<file path="config.mk">
export PLATFORM = sky130hd
export DESIGN_NAME = bcw_regs
export DESIGN_NICKNAME = d
export VERILOG_FILES = /design/src/inc/bcw_pkg.sv /design/src/rtl/bcw_sync3.sv /design/src/rtl/bcw_regs.sv
export SDC_FILE = /design/constraint.sdc
export NUM_CORES = 1
export LEC_CHECK = 0
export BUFFER_PORTS_ARGS = -buffer_cell sky130_fd_sc_hd__buf_2
export CAP_MARGIN = 20
export CORE_MARGIN = 1
export CORE_UTILIZATION = 45
export CTS_CLUSTER_SIZE = 10
export DETAILED_ROUTE_END_ITERATION = 8
export PLACE_DENSITY = 0.65
export SLEW_MARGIN = 15
export SYNTH_ARGS = -nofsm -noshare
export SYNTH_HDL_FRONTEND = slang
export SYNTH_SLANG_ARGS = --single-unit
export TNS_END_PERCENT = 1
</file>
<file path="constraint.sdc">
create_clock -name ref_clk_in -period 5.4 [get_ports ref_clk_in]
set_clock_uncertainty 0.1 [all_clocks]
set_input_delay 0.27 -clock ref_clk_in [delete_from_list [all_inputs] [get_ports ref_clk_in]]
set_output_delay 0.27 -clock ref_clk_in [all_outputs]
set_load 0.02 [all_outputs]
</file>
<file path="src/inc/bcw_pkg.sv">
// board control, watchdog and fan monitor: shared constants
// assumes a 100 MHz system clock and a byte-wide register port
package bcw_pkg;

   // ************************************************************
   // register addresses (primary base and alternate base)
   // ************************************************************
   localparam logic [11:0] ADDR_CTL_PRI = 12'hca2;
   localparam logic [11:0] ADDR_CTL_ALT = 12'hc92;
   localparam logic [11:0] ADDR_WDT_PRI = 12'hca3;
   localparam logic [11:0] ADDR_WDT_ALT = 12'hc93;
   localparam logic [11:0] ADDR_FAN_PRI = 12'hca4;
   localparam logic [11:0] ADDR_FAN_ALT = 12'hc94;
   localparam logic [11:0] ADDR_IST_PRI = 12'hca5;
   localparam logic [11:0] ADDR_IST_ALT = 12'hc95;
   localparam logic [11:0] ADDR_IMK_PRI = 12'hca6;
   localparam logic [11:0] ADDR_IMK_ALT = 12'hc96;

   // ************************************************************
   // special board control fields
   // ************************************************************
   localparam int CTL_JUMPER_BIT = 7;
   localparam int CTL_OVERRIDE_BIT = 6;
   localparam int CTL_CHOICE_BIT = 5;
   localparam int CTL_MODE_HI = 4;
   localparam int CTL_MODE_LO = 3;
   localparam int CTL_EXPIRED_BIT = 2;
   localparam int CTL_RSTEN_BIT = 1;

   // ************************************************************
   // fan monitor fields and interrupt status bits
   // ************************************************************
   localparam int FAN_SLOW_BIT = 7;
   localparam int FAN_IRQEN_BIT = 0;
   localparam int IST_WDT_BIT = 0;
   localparam int IST_FAN_BIT = 1;
   localparam int IST_WIDTH = 2;

   // ************************************************************
   // reset values and watchdog refresh key
   // ************************************************************
   localparam logic RST_OVERRIDE = 1'b0;
   localparam logic RST_CHOICE = 1'b1;
   localparam logic [1:0] RST_MODE = 2'h0;
   localparam logic RST_RSTEN = 1'b0;
   localparam logic RST_FAN_IRQEN = 1'b0;
   localparam logic [IST_WIDTH-1:0] RST_MASK = 2'h0;
   localparam logic [7:0] WDT_REFRESH_KEY = 8'h5a;

   // ************************************************************
   // serial line modes
   // ************************************************************
   localparam logic [1:0] MODE_RS232 = 2'h0;
   localparam logic [1:0] MODE_RS422 = 2'h1;
   localparam logic [1:0] MODE_RS485 = 2'h2;
   localparam logic [1:0] MODE_OFF = 2'h3;

   // ************************************************************
   // timing
   // ************************************************************
   localparam int CLK_KHZ = 100000;
   localparam int WDT_TIMEOUT_MS = 1000;
   localparam int WDT_TIMEOUT_CYC = WDT_TIMEOUT_MS * CLK_KHZ;
   localparam int FAN_MIN_HZ = 1;
   localparam int FAN_WINDOW_CYC = (CLK_KHZ * 1000) / FAN_MIN_HZ;

endpackage : bcw_pkg

</file>
<file path="src/rtl/bcw_sync3.sv">
// three-stage input synchroniser with agreement filter
// assumes inputs asynchronous to ref_clk_in; reset value is zero
`timescale 1ns/1ns
module bcw_sync3 #(
   parameter int WIDTH = 1
) (
   input wire logic ref_clk_in, // system clock
   input wire logic resetn_in, // async reset, active low
   input wire logic [WIDTH-1:0] async_in, // pins from outside
   output logic [WIDTH-1:0] level_out // filtered level
);

   logic [WIDTH-1:0] s1_r;
   logic [WIDTH-1:0] s2_r;
   logic [WIDTH-1:0] s3_r;
   logic [WIDTH-1:0] agree;
   logic [WIDTH-1:0] level_nxt;

   // only s2 and s3 are looked at; s1 may be metastable
   assign agree = ~(s2_r ^ s3_r);
   assign level_nxt = (agree & s3_r) | (~agree & level_out);

   always_ff @(posedge ref_clk_in or negedge resetn_in) begin
      if (!resetn_in) begin
         s1_r <= '0;
         s2_r <= '0;
         s3_r <= '0;
         level_out <= '0;
      end else begin
         s1_r <= async_in;
         s2_r <= s1_r;
         s3_r <= s2_r;
         level_out <= level_nxt;
      end
   end

endmodule : bcw_sync3

</file>
<file path="src/rtl/bcw_regs.sv">
// board control register group: image select, serial mode, watchdog, fan
// assumes the byte register port and pins synchronised by bcw_sync3
//
// Contract
// D7 reads jumper: 0 fitted, 1 absent
// override set: choice bit picks image
// choice 0 backup, 1 primary
// mode field: 232, 422, 485, off
// D2 reads watchdog expired
// D1 enables watchdog reset output
// D0 of control reserved
// write 5Ah to refresh restarts timeout
// software refreshes faster than 1000 ms
// fan flag 1 below 1 Hz
// fan D0 enables fan interrupt
// fan D6-D1 reserved
// control at CA2h or C92h, byte access
// timeout sets expiry, resets if enabled
// fan irq while slow and enabled
`timescale 1ns/1ns
module bcw_regs #(
   parameter bit ALT_BASE = 1'b0,
   parameter int WDT_CYCLES = bcw_pkg::WDT_TIMEOUT_CYC,
   parameter int FAN_CYCLES = bcw_pkg::FAN_WINDOW_CYC
) (
   input wire logic ref_clk_in, // 100 MHz system clock
   input wire logic resetn_in, // async reset, active low
   input wire logic [11:0] addr_in, // register address
   input wire logic [7:0] wdata_in, // write data
   input wire logic wr_in, // write strobe
   input wire logic rd_in, // read strobe
   output logic [7:0] rdata_out, // read data, cycle after rd_in
   input wire logic jumper_absent_in, // selector pin, high when no jumper
   input wire logic fan_tach_in, // fan tachometer pin
   output logic image_primary_out, // 1 primary image, 0 backup
   output logic [1:0] serial_line_mode_out, // serial transceiver mode
   output logic serial_enable_out, // serial port enabled
   output logic sys_reset_out, // watchdog system reset request
   output logic fan_irq_out, // fan interrupt line
   output logic irq_out // summary interrupt, level
);

   // ************************************************************
   // address decode
   // ************************************************************
   wire sel_ctl = addr_in == (ALT_BASE ? bcw_pkg::ADDR_CTL_ALT : bcw_pkg::ADDR_CTL_PRI);
   wire sel_wdt = addr_in == (ALT_BASE ? bcw_pkg::ADDR_WDT_ALT : bcw_pkg::ADDR_WDT_PRI);
   wire sel_fan = addr_in == (ALT_BASE ? bcw_pkg::ADDR_FAN_ALT : bcw_pkg::ADDR_FAN_PRI);
   wire sel_ist = addr_in == (ALT_BASE ? bcw_pkg::ADDR_IST_ALT : bcw_pkg::ADDR_IST_PRI);
   wire sel_imk = addr_in == (ALT_BASE ? bcw_pkg::ADDR_IMK_ALT : bcw_pkg::ADDR_IMK_PRI);
   wire wr_ctl = wr_in & sel_ctl;
   wire wr_fan = wr_in & sel_fan;
   wire wr_ist = wr_in & sel_ist;
   wire wr_imk = wr_in & sel_imk;
   wire refresh = wr_in & sel_wdt & (wdata_in == bcw_pkg::WDT_REFRESH_KEY);

   // ************************************************************
   // pin synchronisers
   // ************************************************************
   logic [1:0] pins_sync;

   bcw_sync3 #(
      .WIDTH(2)
   ) u_sync (
      .ref_clk_in(ref_clk_in),
      .resetn_in(resetn_in),
      .async_in({fan_tach_in, jumper_absent_in}),
      .level_out(pins_sync)
   );

   wire jumper_state = pins_sync[0];
   wire tach_level = pins_sync[1];

   // ************************************************************
   // control registers
   // ************************************************************
   logic override_r;
   logic choice_r;
   logic [1:0] mode_r;
   logic rsten_r;
   logic fan_irqen_r;
   logic [bcw_pkg::IST_WIDTH-1:0] mask_r;

   always_ff @(posedge ref_clk_in or negedge resetn_in) begin
      if (!resetn_in) begin
         override_r <= bcw_pkg::RST_OVERRIDE;
         choice_r <= bcw_pkg::RST_CHOICE;
         mode_r <= bcw_pkg::RST_MODE;
         rsten_r <= bcw_pkg::RST_RSTEN;
      end else if (wr_ctl) begin
         // jumper and expiry bits are read-only; d0 is dropped
         override_r <= wdata_in[bcw_pkg::CTL_OVERRIDE_BIT];
         choice_r <= wdata_in[bcw_pkg::CTL_CHOICE_BIT];
         mode_r <= wdata_in[bcw_pkg::CTL_MODE_HI:bcw_pkg::CTL_MODE_LO];
         rsten_r <= wdata_in[bcw_pkg::CTL_RSTEN_BIT];
      end
   end

   always_ff @(posedge ref_clk_in or negedge resetn_in) begin
      if (!resetn_in) begin
         fan_irqen_r <= bcw_pkg::RST_FAN_IRQEN;
      end else if (wr_fan) begin
         fan_irqen_r <= wdata_in[bcw_pkg::FAN_IRQEN_BIT];
      end
   end

   always_ff @(posedge ref_clk_in or negedge resetn_in) begin
      if (!resetn_in) begin
         mask_r <= bcw_pkg::RST_MASK;
      end else if (wr_imk) begin
         mask_r <= wdata_in[bcw_pkg::IST_WIDTH-1:0];
      end
   end

   // ************************************************************
   // image select and serial mode
   // ************************************************************
   assign image_primary_out = override_r ? choice_r : jumper_state;
   assign serial_line_mode_out = mode_r;
   assign serial_enable_out = mode_r != bcw_pkg::MODE_OFF;

   // ************************************************************
   // watchdog
   // ************************************************************
   // the count restarts on every timeout so a late refresh still
   // gives a full period before the next expiry
   logic [31:0] wdt_cnt_r;
   logic expired_r;
   wire wdt_timeout = wdt_cnt_r == 32'(WDT_CYCLES - 1);

   always_ff @(posedge ref_clk_in or negedge resetn_in) begin
      if (!resetn_in) begin
         wdt_cnt_r <= 32'h0;
      end else if (refresh || wdt_timeout) begin
         wdt_cnt_r <= 32'h0;
      end else begin
         wdt_cnt_r <= wdt_cnt_r + 32'h1;
      end
   end

   // expiry wins over a refresh in the same cycle
   always_ff @(posedge ref_clk_in or negedge resetn_in) begin
      if (!resetn_in) begin
         expired_r <= 1'b0;
      end else if (wdt_timeout) begin
         expired_r <= 1'b1;
      end else if (refresh) begin
         expired_r <= 1'b0;
      end
   end

   assign sys_reset_out = expired_r & rsten_r;

   // ************************************************************
   // fan tachometer monitor
   // ************************************************************
   logic tach_prev_r;
   logic [31:0] fan_cnt_r;
   logic slow_r;
   wire tach_rise = tach_level & ~tach_prev_r;
   wire fan_window_end = fan_cnt_r == 32'(FAN_CYCLES - 1);

   always_ff @(posedge ref_clk_in or negedge resetn_in) begin
      if (!resetn_in) begin
         tach_prev_r <= 1'b0;
         fan_cnt_r <= 32'h0;
         slow_r <= 1'b0;
      end else begin
         tach_prev_r <= tach_level;
         if (tach_rise) begin
            fan_cnt_r <= 32'h0;
            slow_r <= 1'b0;
         end else if (fan_window_end) begin
            slow_r <= 1'b1;
         end else begin
            fan_cnt_r <= fan_cnt_r + 32'h1;
         end
      end
   end

   assign fan_irq_out = slow_r & fan_irqen_r;

   // ************************************************************
   // interrupt status and mask
   // ************************************************************
   logic [bcw_pkg::IST_WIDTH-1:0] ist_r;
   logic slow_prev_r;
   logic [bcw_pkg::IST_WIDTH-1:0] ist_set;
   logic [bcw_pkg::IST_WIDTH-1:0] ist_clr;

   assign ist_set = {slow_r & ~slow_prev_r, wdt_timeout};
   assign ist_clr = wr_ist ? wdata_in[bcw_pkg::IST_WIDTH-1:0] : '0;

   // set beats the write-one clear
   always_ff @(posedge ref_clk_in or negedge resetn_in) begin
      if (!resetn_in) begin
         ist_r <= '0;
         slow_prev_r <= 1'b0;
      end else begin
         ist_r <= (ist_r & ~ist_clr) | ist_set;
         slow_prev_r <= slow_r;
      end
   end

   assign irq_out = |(ist_r & mask_r);

   // ************************************************************
   // read path
   // ************************************************************
   logic [7:0] ctl_val;
   logic [7:0] fan_val;
   logic [7:0] rd_mux;

   assign ctl_val = {jumper_state, override_r, choice_r, mode_r, expired_r, rsten_r,
                     1'b0};
   assign fan_val = {slow_r, 6'h00, fan_irqen_r};
   assign rd_mux = sel_ctl ? ctl_val :
                   sel_fan ? fan_val :
                   sel_ist ? {6'h00, ist_r} :
                   sel_imk ? {6'h00, mask_r} : 8'h00;

   // data stand only in the cycle after the strobe
   always_ff @(posedge ref_clk_in or negedge resetn_in) begin
      if (!resetn_in) begin
         rdata_out <= 8'h00;
      end else begin
         rdata_out <= rd_in ? rd_mux : 8'h00;
      end
   end
endmodule : bcw_regs

</file>
==> results of run 1 <==
==> cell families after synthesis <==
logic type	synth area share
DFF	0.503
buffers and inverters	0.0321
adders and majority gates	0.00963
AOI/OAI and AO/OA	0.0463
xor gates and xnor gates	0.0899
muxes	0.0259
and+or+nand+nor	0.293
==> registers in the layout, indices dropped and copies added, names as in the netlist, 2 cells and up, named ones only <==
register,count
fan_cnt_r,32
ist_r,2
mask_r,2
rdata_out,8
serial_line_mode_out,2
u_sync.s1_r,2
u_sync.s2_r,2
u_sync.s3_r,2
wdt_cnt_r,32
==> layout by cell type (no fill, tap or decap), types with 11 or more instances in the layout <==
master,netlist,layout
nand4_1,19,19
dfrtp_1,93,93
and3_1,14,14
nor2_1,69,69
nand3_1,29,29
nand2_1,31,31
o21ai_0,15,15
clkbuf_8,0,11
xor2_1,21,21
buf_2,3,39
xnor2_1,27,27
==> report_power, final <==
part	total (mW)	leakage [nW]	internal (mW)	switching (mW)
logic	0.0758	0.914	0.0287	0.0470
clock network	0.523	0.110	0.287	0.236
registers	0.740	1.24	0.722	0.0187
total	1.34	2.26	1.04	0.302
==> cell type report <==
cell class,instances,area share
Sequential cell,94,0.452
Multi-Input combinational cell,342,0.418
Timing Repair Buffer,45,0.0476
Tap cell,133,0.0319
Clock buffer,13,0.0305
Clock inverter,3,0.0130
Inverter,10,0.00721
==> per-layer routing <==
metal	wire [um]	share of wire	global-route usage
met1	4350	0.46	0.231
met2	4590	0.49	0.306
met3	339	0.036	0.0489
met4	114	0.012	0.0602
met5	0	0	0
==> worst max-delay path by stage <==
stage	from	endpoint	cells past startpoint
6_report	wdt_cnt_r[0]	wdt_cnt_r[20]	6
3_3_place_gp	wdt_cnt_r[0]	wdt_cnt_r[28]	6
2_1_floorplan	wdt_cnt_r[0]	wdt_cnt_r[20]	9
5_1_grt	wdt_cnt_r[0]	wdt_cnt_r[20]	6
3_5_place_dp	wdt_cnt_r[0]	wdt_cnt_r[20]	6
4_1_cts	wdt_cnt_r[0]	wdt_cnt_r[20]	6
==> worst reg2reg max path: stages, from the launching register on <==
cell,delay [ns]
dfrtp_1,0.40
ha_1,0.22
and3_1,0.27
nand3_1,0.17
nor4_1,0.39
or2_1,0.71
nor2_1,0.14
==> per-stage QoR <==
step,hold WS (ns),util
2_1_floorplan,-0.126,-
3_3_place_gp,0.177,0.500
3_5_place_dp,0.185,0.500
4_1_cts,0.0327,0.526
5_1_grt,0.0397,0.526
6_report,0.0578,0.526
==> flow_summary.ini, run 1 <==
[power_and_ir_drop]
p_leak_nw = 2.26
ir_drop_uv = 200
totalPowerFinal_mw = 1.34
power_density_nw_per_um2 = 257

[placed_design]
placedCellCount = 621
place_ws_ns = 2.79
port_buffers = 40
dpl.hpwl_um = 6490
finalWeightedCongestion = 0.828
placed_area_um2 = 4950

[synthesis]
synth.distinct_cells = 53
synth_nets = 491
yosysWarnings = 0
ys_top_cells_by_area = dfrtp_1 (50%), nor2_1 (5.5%), xnor2_1 (5.1%), xor2_1 (3.9%), nand3_1 (3.1%)
syn_avg_cell_area_um2 = 10.1
async_flop_share = 1.00
synth-seq-area-share = 0.503
synthTopCellsByCount = dfrtp_1 (93), nor2_1 (69), nand2_1 (31)
yosysMostFrequentCell = dfrtp_1
synth_top_area_cell = dfrtp_1
synth_top_area_frac = 0.497
synthCells = 463
synth_edf_count = 0
synth-seq-cells = 94
netlist_area_um2 = 4680
synth-main-ff-cell = dfrtp_1

[die]
initial_core_util = 0.472
io_pins = 41
die_h_um = 104
rows = 36
fp.dieArea_um2 = 10800
fp.dieW_um = 104
core-area_um2 = 9910

[drt]
via_per_inst = 5.49
drt_first_pass_iters = 4
routed_wl_um = 9400
first_iter_violations = 103
antenna_left = 0
via_count = 3514
drc = 0
post_drt_wl_per_cell_um = 14.7

[clock_tree]
clk_pin_slew_ns = 0.09
clock-sinks = 94
cts_tree = yes
postCtsSetupBuffers = 0
clockBufferDepth = 2
cts_max_level = 3
cts_root_buffer = clkbuf_8
clk_latency_ns = 0.36
cts-buffers-inserted = 9
post_cts_resized = 0
ctsHoldBuffers = 3

[sta]
max_slew_margin = 0.445
setup_slack_ns = 2.85
period_needed_ns = 2.55
fin_tns_setup_ns = 0
rsz0062_at_grt = no
max_freq_mhz = 392
finalCritPeriodShare = 0.473
final_hold_viol_count = 0
drv_slew = 0
worst_pin_slew_ns = 0.833
setup_violations = 0

[worst_setup_path]
cp.required_ns = 5.51
ff2ff_path_depth = 6
cp_max_fo = 25
cp.arrival_ns = 2.66
crit_family = simple AND/OR/NAND/NOR gates
r2r_slack_ns = 2.85
crit_chain = ha_1 > and3_1 > nand3_1 > nor4_1 > or2_1 > nor2_1
rr_endpoint = wdt_cnt_r[20]
start_kind = flip-flop
r2r_start = wdt_cnt_r[0]
cp_num_buf_inv = 0
end_kind = flip-flop
worst_path_max_delay_cell = or2_1
slowest_delay_ns = 0.71
critPathKind = reg -> reg

[layout]
instances_no_fill = 640
multi_input_area_um2 = 2180
area_growth_pct = 11.3
fillerInstances = 893
num_antenna_cells = 0
regArea_um2 = 2350
layout.nets = 530
finish.instance_area_um2 = 5210
drive_above_1_share = 0.166

[global_routing]
grt_max_degree = 57
grt_pass1_wl_um = 16000
antenna_found_initial = 0
overflow = 0
grt_util_all_layers = 0.183
grt_pass1_vias = 3393

[min_path]
min_path_type = in -> reg
hold_end = rdata_out[0]
hold-path-cell-count = 3
worstHoldStart = rd_in

[run]
max_cap_viol_count = 0

[outcome]
status = complete, no violations
(Power assumes the default switching activity.)
==> inputs of run 2 (changes only) <==
Settings changed: ABC_AREA set to 1.
Clock period 5.4 ns to 2.6 ns, I/O delays scaled along.
==> flow_summary.ini, run 2 <==
[outcome]
status = complete, no violations

[worst_setup_path]
critPathKind = reg -> reg
cpMostUsedCell = nand2_2
slowest_delay_ns = 0.42
worst_path_max_delay_cell = dfrtp_1
cp.required_ns = 2.73
start_kind = flip-flop
cp_max_fo = 32
r2r_slack_ns = 0.66
cp.arrival_ns = 2.07
r2r_start = wdt_cnt_r[0]
crit_chain = ha_1 > inv_2 > nor2_4 > nand2_2 > nor3_2 > nand2_2 > nand2_4 > nor2_1
end_kind = flip-flop
cp_num_buf_inv = 1
crit_family = simple AND/OR/NAND/NOR gates
rr_endpoint = wdt_cnt_r[17]
ff2ff_path_depth = 8

[power_and_ir_drop]
swShare = 0.255
clkPwrFrac = 0.418
totalPowerFinal_mw = 2.99
ir_drop_uv = 463
pwr-share-comb = 0.067
power_switching_mw = 0.761
p_leak_nw = 2.75
power_density_nw_per_um2 = 499
internal_power_mw = 2.23
seqPwrFrac = 0.515

[die]
fp.dieW_um = 110
rows = 39
fp.dieArea_um2 = 12100
die_h_um = 110
io_pins = 41
initial_core_util = 0.460
core-area_um2 = 11400

[clock_tree]
clockBufferDepth = 2
clock-sinks = 94
cts_tree = yes
cts_root_buffer = clkbuf_16
cts-buffers-inserted = 9
cts_max_level = 3
post_cts_resized = 0
clk_latency_ns = 0.35
clk_pin_slew_ns = 0.07

[sta]
drv_slew = 0
worst_pin_slew_ns = 0.508
max_freq_mhz = 515
period_needed_ns = 1.94
rsz0062_at_grt = no
setup_violations = 0
max_slew_margin = 0.661
final_hold_viol_count = 0
fin_tns_setup_ns = 0
finalCritPeriodShare = 0.747

[min_path]
min_path_type = in -> reg
hold-path-cell-count = 3
worstHoldStart = wdata_in[0]
hold_end = mask_r[0]

[placed_design]
dpl.hpwl_um = 9280
finalWeightedCongestion = 0.919
port_buffers = 40

[drt]
drt_first_pass_iters = 6
antenna_left = 0
routed_wl_um = 12300
drc = 0
first_iter_violations = 328
post_drt_wl_per_cell_um = 12.6
via_per_inst = 4.90
via_count = 4777

[synthesis]
synthCells = 771
synth_top_area_cell = dfrtp_1
synth_edf_count = 0
synth_nets = 799
synth_top_area_frac = 0.443
synth_top_family_by_area = simple AND/OR/NAND/NOR gates
yosysWarnings = 0
synthAdderAreaFrac = 0.00857
synthTopCellsByCount = nand2_1 (245), nor2_1 (197), inv_1 (94)
yosysMostFrequentCell = nand2_1
async_flop_share = 1.00
netlist_area_um2 = 5260
syn_avg_cell_area_um2 = 6.82
synth-seq-area-share = 0.448
synth_compound_area_frac = 0.0262
synth-main-ff-cell = dfrtp_1
synth-simple-area-share = 0.405
synth_xor_xnor_area_share = 0.0366
ys_top_cells_by_area = dfrtp_1 (44%), nand2_1 (17%), nor2_1 (14%), inv_1 (6.7%), nand3_1 (5.0%)
synth.distinct_cells = 28
synth-seq-cells = 94
synthMuxAreaShare = 0

[layout]
layout.nets = 855
post-route-util = 0.524
top_regs = fan_cnt_r x32, wdt_cnt_r x32, rdata_out x8
fillerInstances = 1137
drive_above_1_share = 0.0901
num_antenna_cells = 0
final_common_cell = nand2_1
area_growth_pct = 13.9
layout_common_cells = nand2_1 (245), nor2_1 (197), inv_1 (94), dfrtp_1 (93), nand3_1 (52)

[global_routing]
grt_pass1_vias = 4543
antenna_found_initial = 0
grt_util_all_layers = 0.224
grt_pass1_wl_um = 20700
grt_max_degree = 61
overflow = 0

[run]
max_cap_viol_count = 0
[run 2: cell types whose count changed in the layout (fill, tap and decap cells not counted), sizes merged, moves of 14 or more]
cell and change:
and3 -14, inv +87, nand2 +219, nand3 +21
nor2 +132, nor4 -19, xnor2 -19
[run 2: worst max path at each step]
stage,slack [ns],to,depth (start not counted),start
5_1_grt,0.50,wdt_cnt_r[17],8,wdt_cnt_r[0]
6_report,0.66,wdt_cnt_r[17],8,wdt_cnt_r[0]
3_5_place_dp,0.65,wdt_cnt_r[17],8,wdt_cnt_r[0]
3_3_place_gp,0.71,wdt_cnt_r[31],8,wdt_cnt_r[0]
4_1_cts,0.64,wdt_cnt_r[31],8,wdt_cnt_r[0]
2_1_floorplan,0.94,wdt_cnt_r[0],9,wdt_cnt_r[0]
[run 2: area by class of cell]
type	count	area, um^2	share of cell area
Clock buffer	10	229	0.0382
Clock inverter	6	46.3	0.00773
Inverter	95	357	0.0596
Multi-Input combinational cell	576	2500	0.418
Sequential cell	94	2350	0.393
Tap cell	143	179	0.0299
Timing Repair Buffer	51	320	0.0535
[run 2: repair_timing]
action                                 in CTS  in global routing
hold buffers                                9                  0
buffers inserted                            0                  0
endpoints found under the hold margin      41                  0
[run 2: cells by family after synthesis]
kind of cell,count (synthesis)
xor+xnor,22
fa+ha+maj,4
flops,94
buf+inv,101
compound gates,25
simple gates,525
[run 2: through the flow]
stage | instance area (um^2) | cells | hold slack (ns) | setup slack, ns
floorplan | 5260 | 771 | -0.266 | 0.942
global placement | 5620 | 950 | 0.0162 | 0.709
detailed placement | 5620 | 950 | 0.0214 | 0.648
CTS | 5990 | 975 | 0.000350 | 0.645
global route | 5990 | 975 | 0.0377 | 0.497
finish | 5990 | 975 | 0.00569 | 0.657
[run 2: power by group through the flow]
stage	logic (mW)	registers, mW	clock network [mW]
finish	0.202	1.54	1.25
global route	0.232	1.54	1.34
CTS	0.204	1.54	1.28
detailed placement	0.195	1.57	0
global placement	0.189	1.56	0
floorplan	0.106	1.55	0
[run 2: worst register-to-register path: cells and delay by family, from the launching register on]
kind / cells / cell delay, ns
DFF: 1 / 0.42
and+or+nand+nor: 6 / 0.95
buffers and inverters: 1 / 0.08
adders and majority gates: 1 / 0.29
[run 2: layer usage]
metal	up-vias	GRT usage	share of wire	wire (um)
met5	-	0	0	0
met2	94	0.375	0.47	5780
met3	12	0.0558	0.047	582
met1	2211	0.288	0.47	5820
met4	0	0.0602	0.011	134
li1	2460	-	-	-
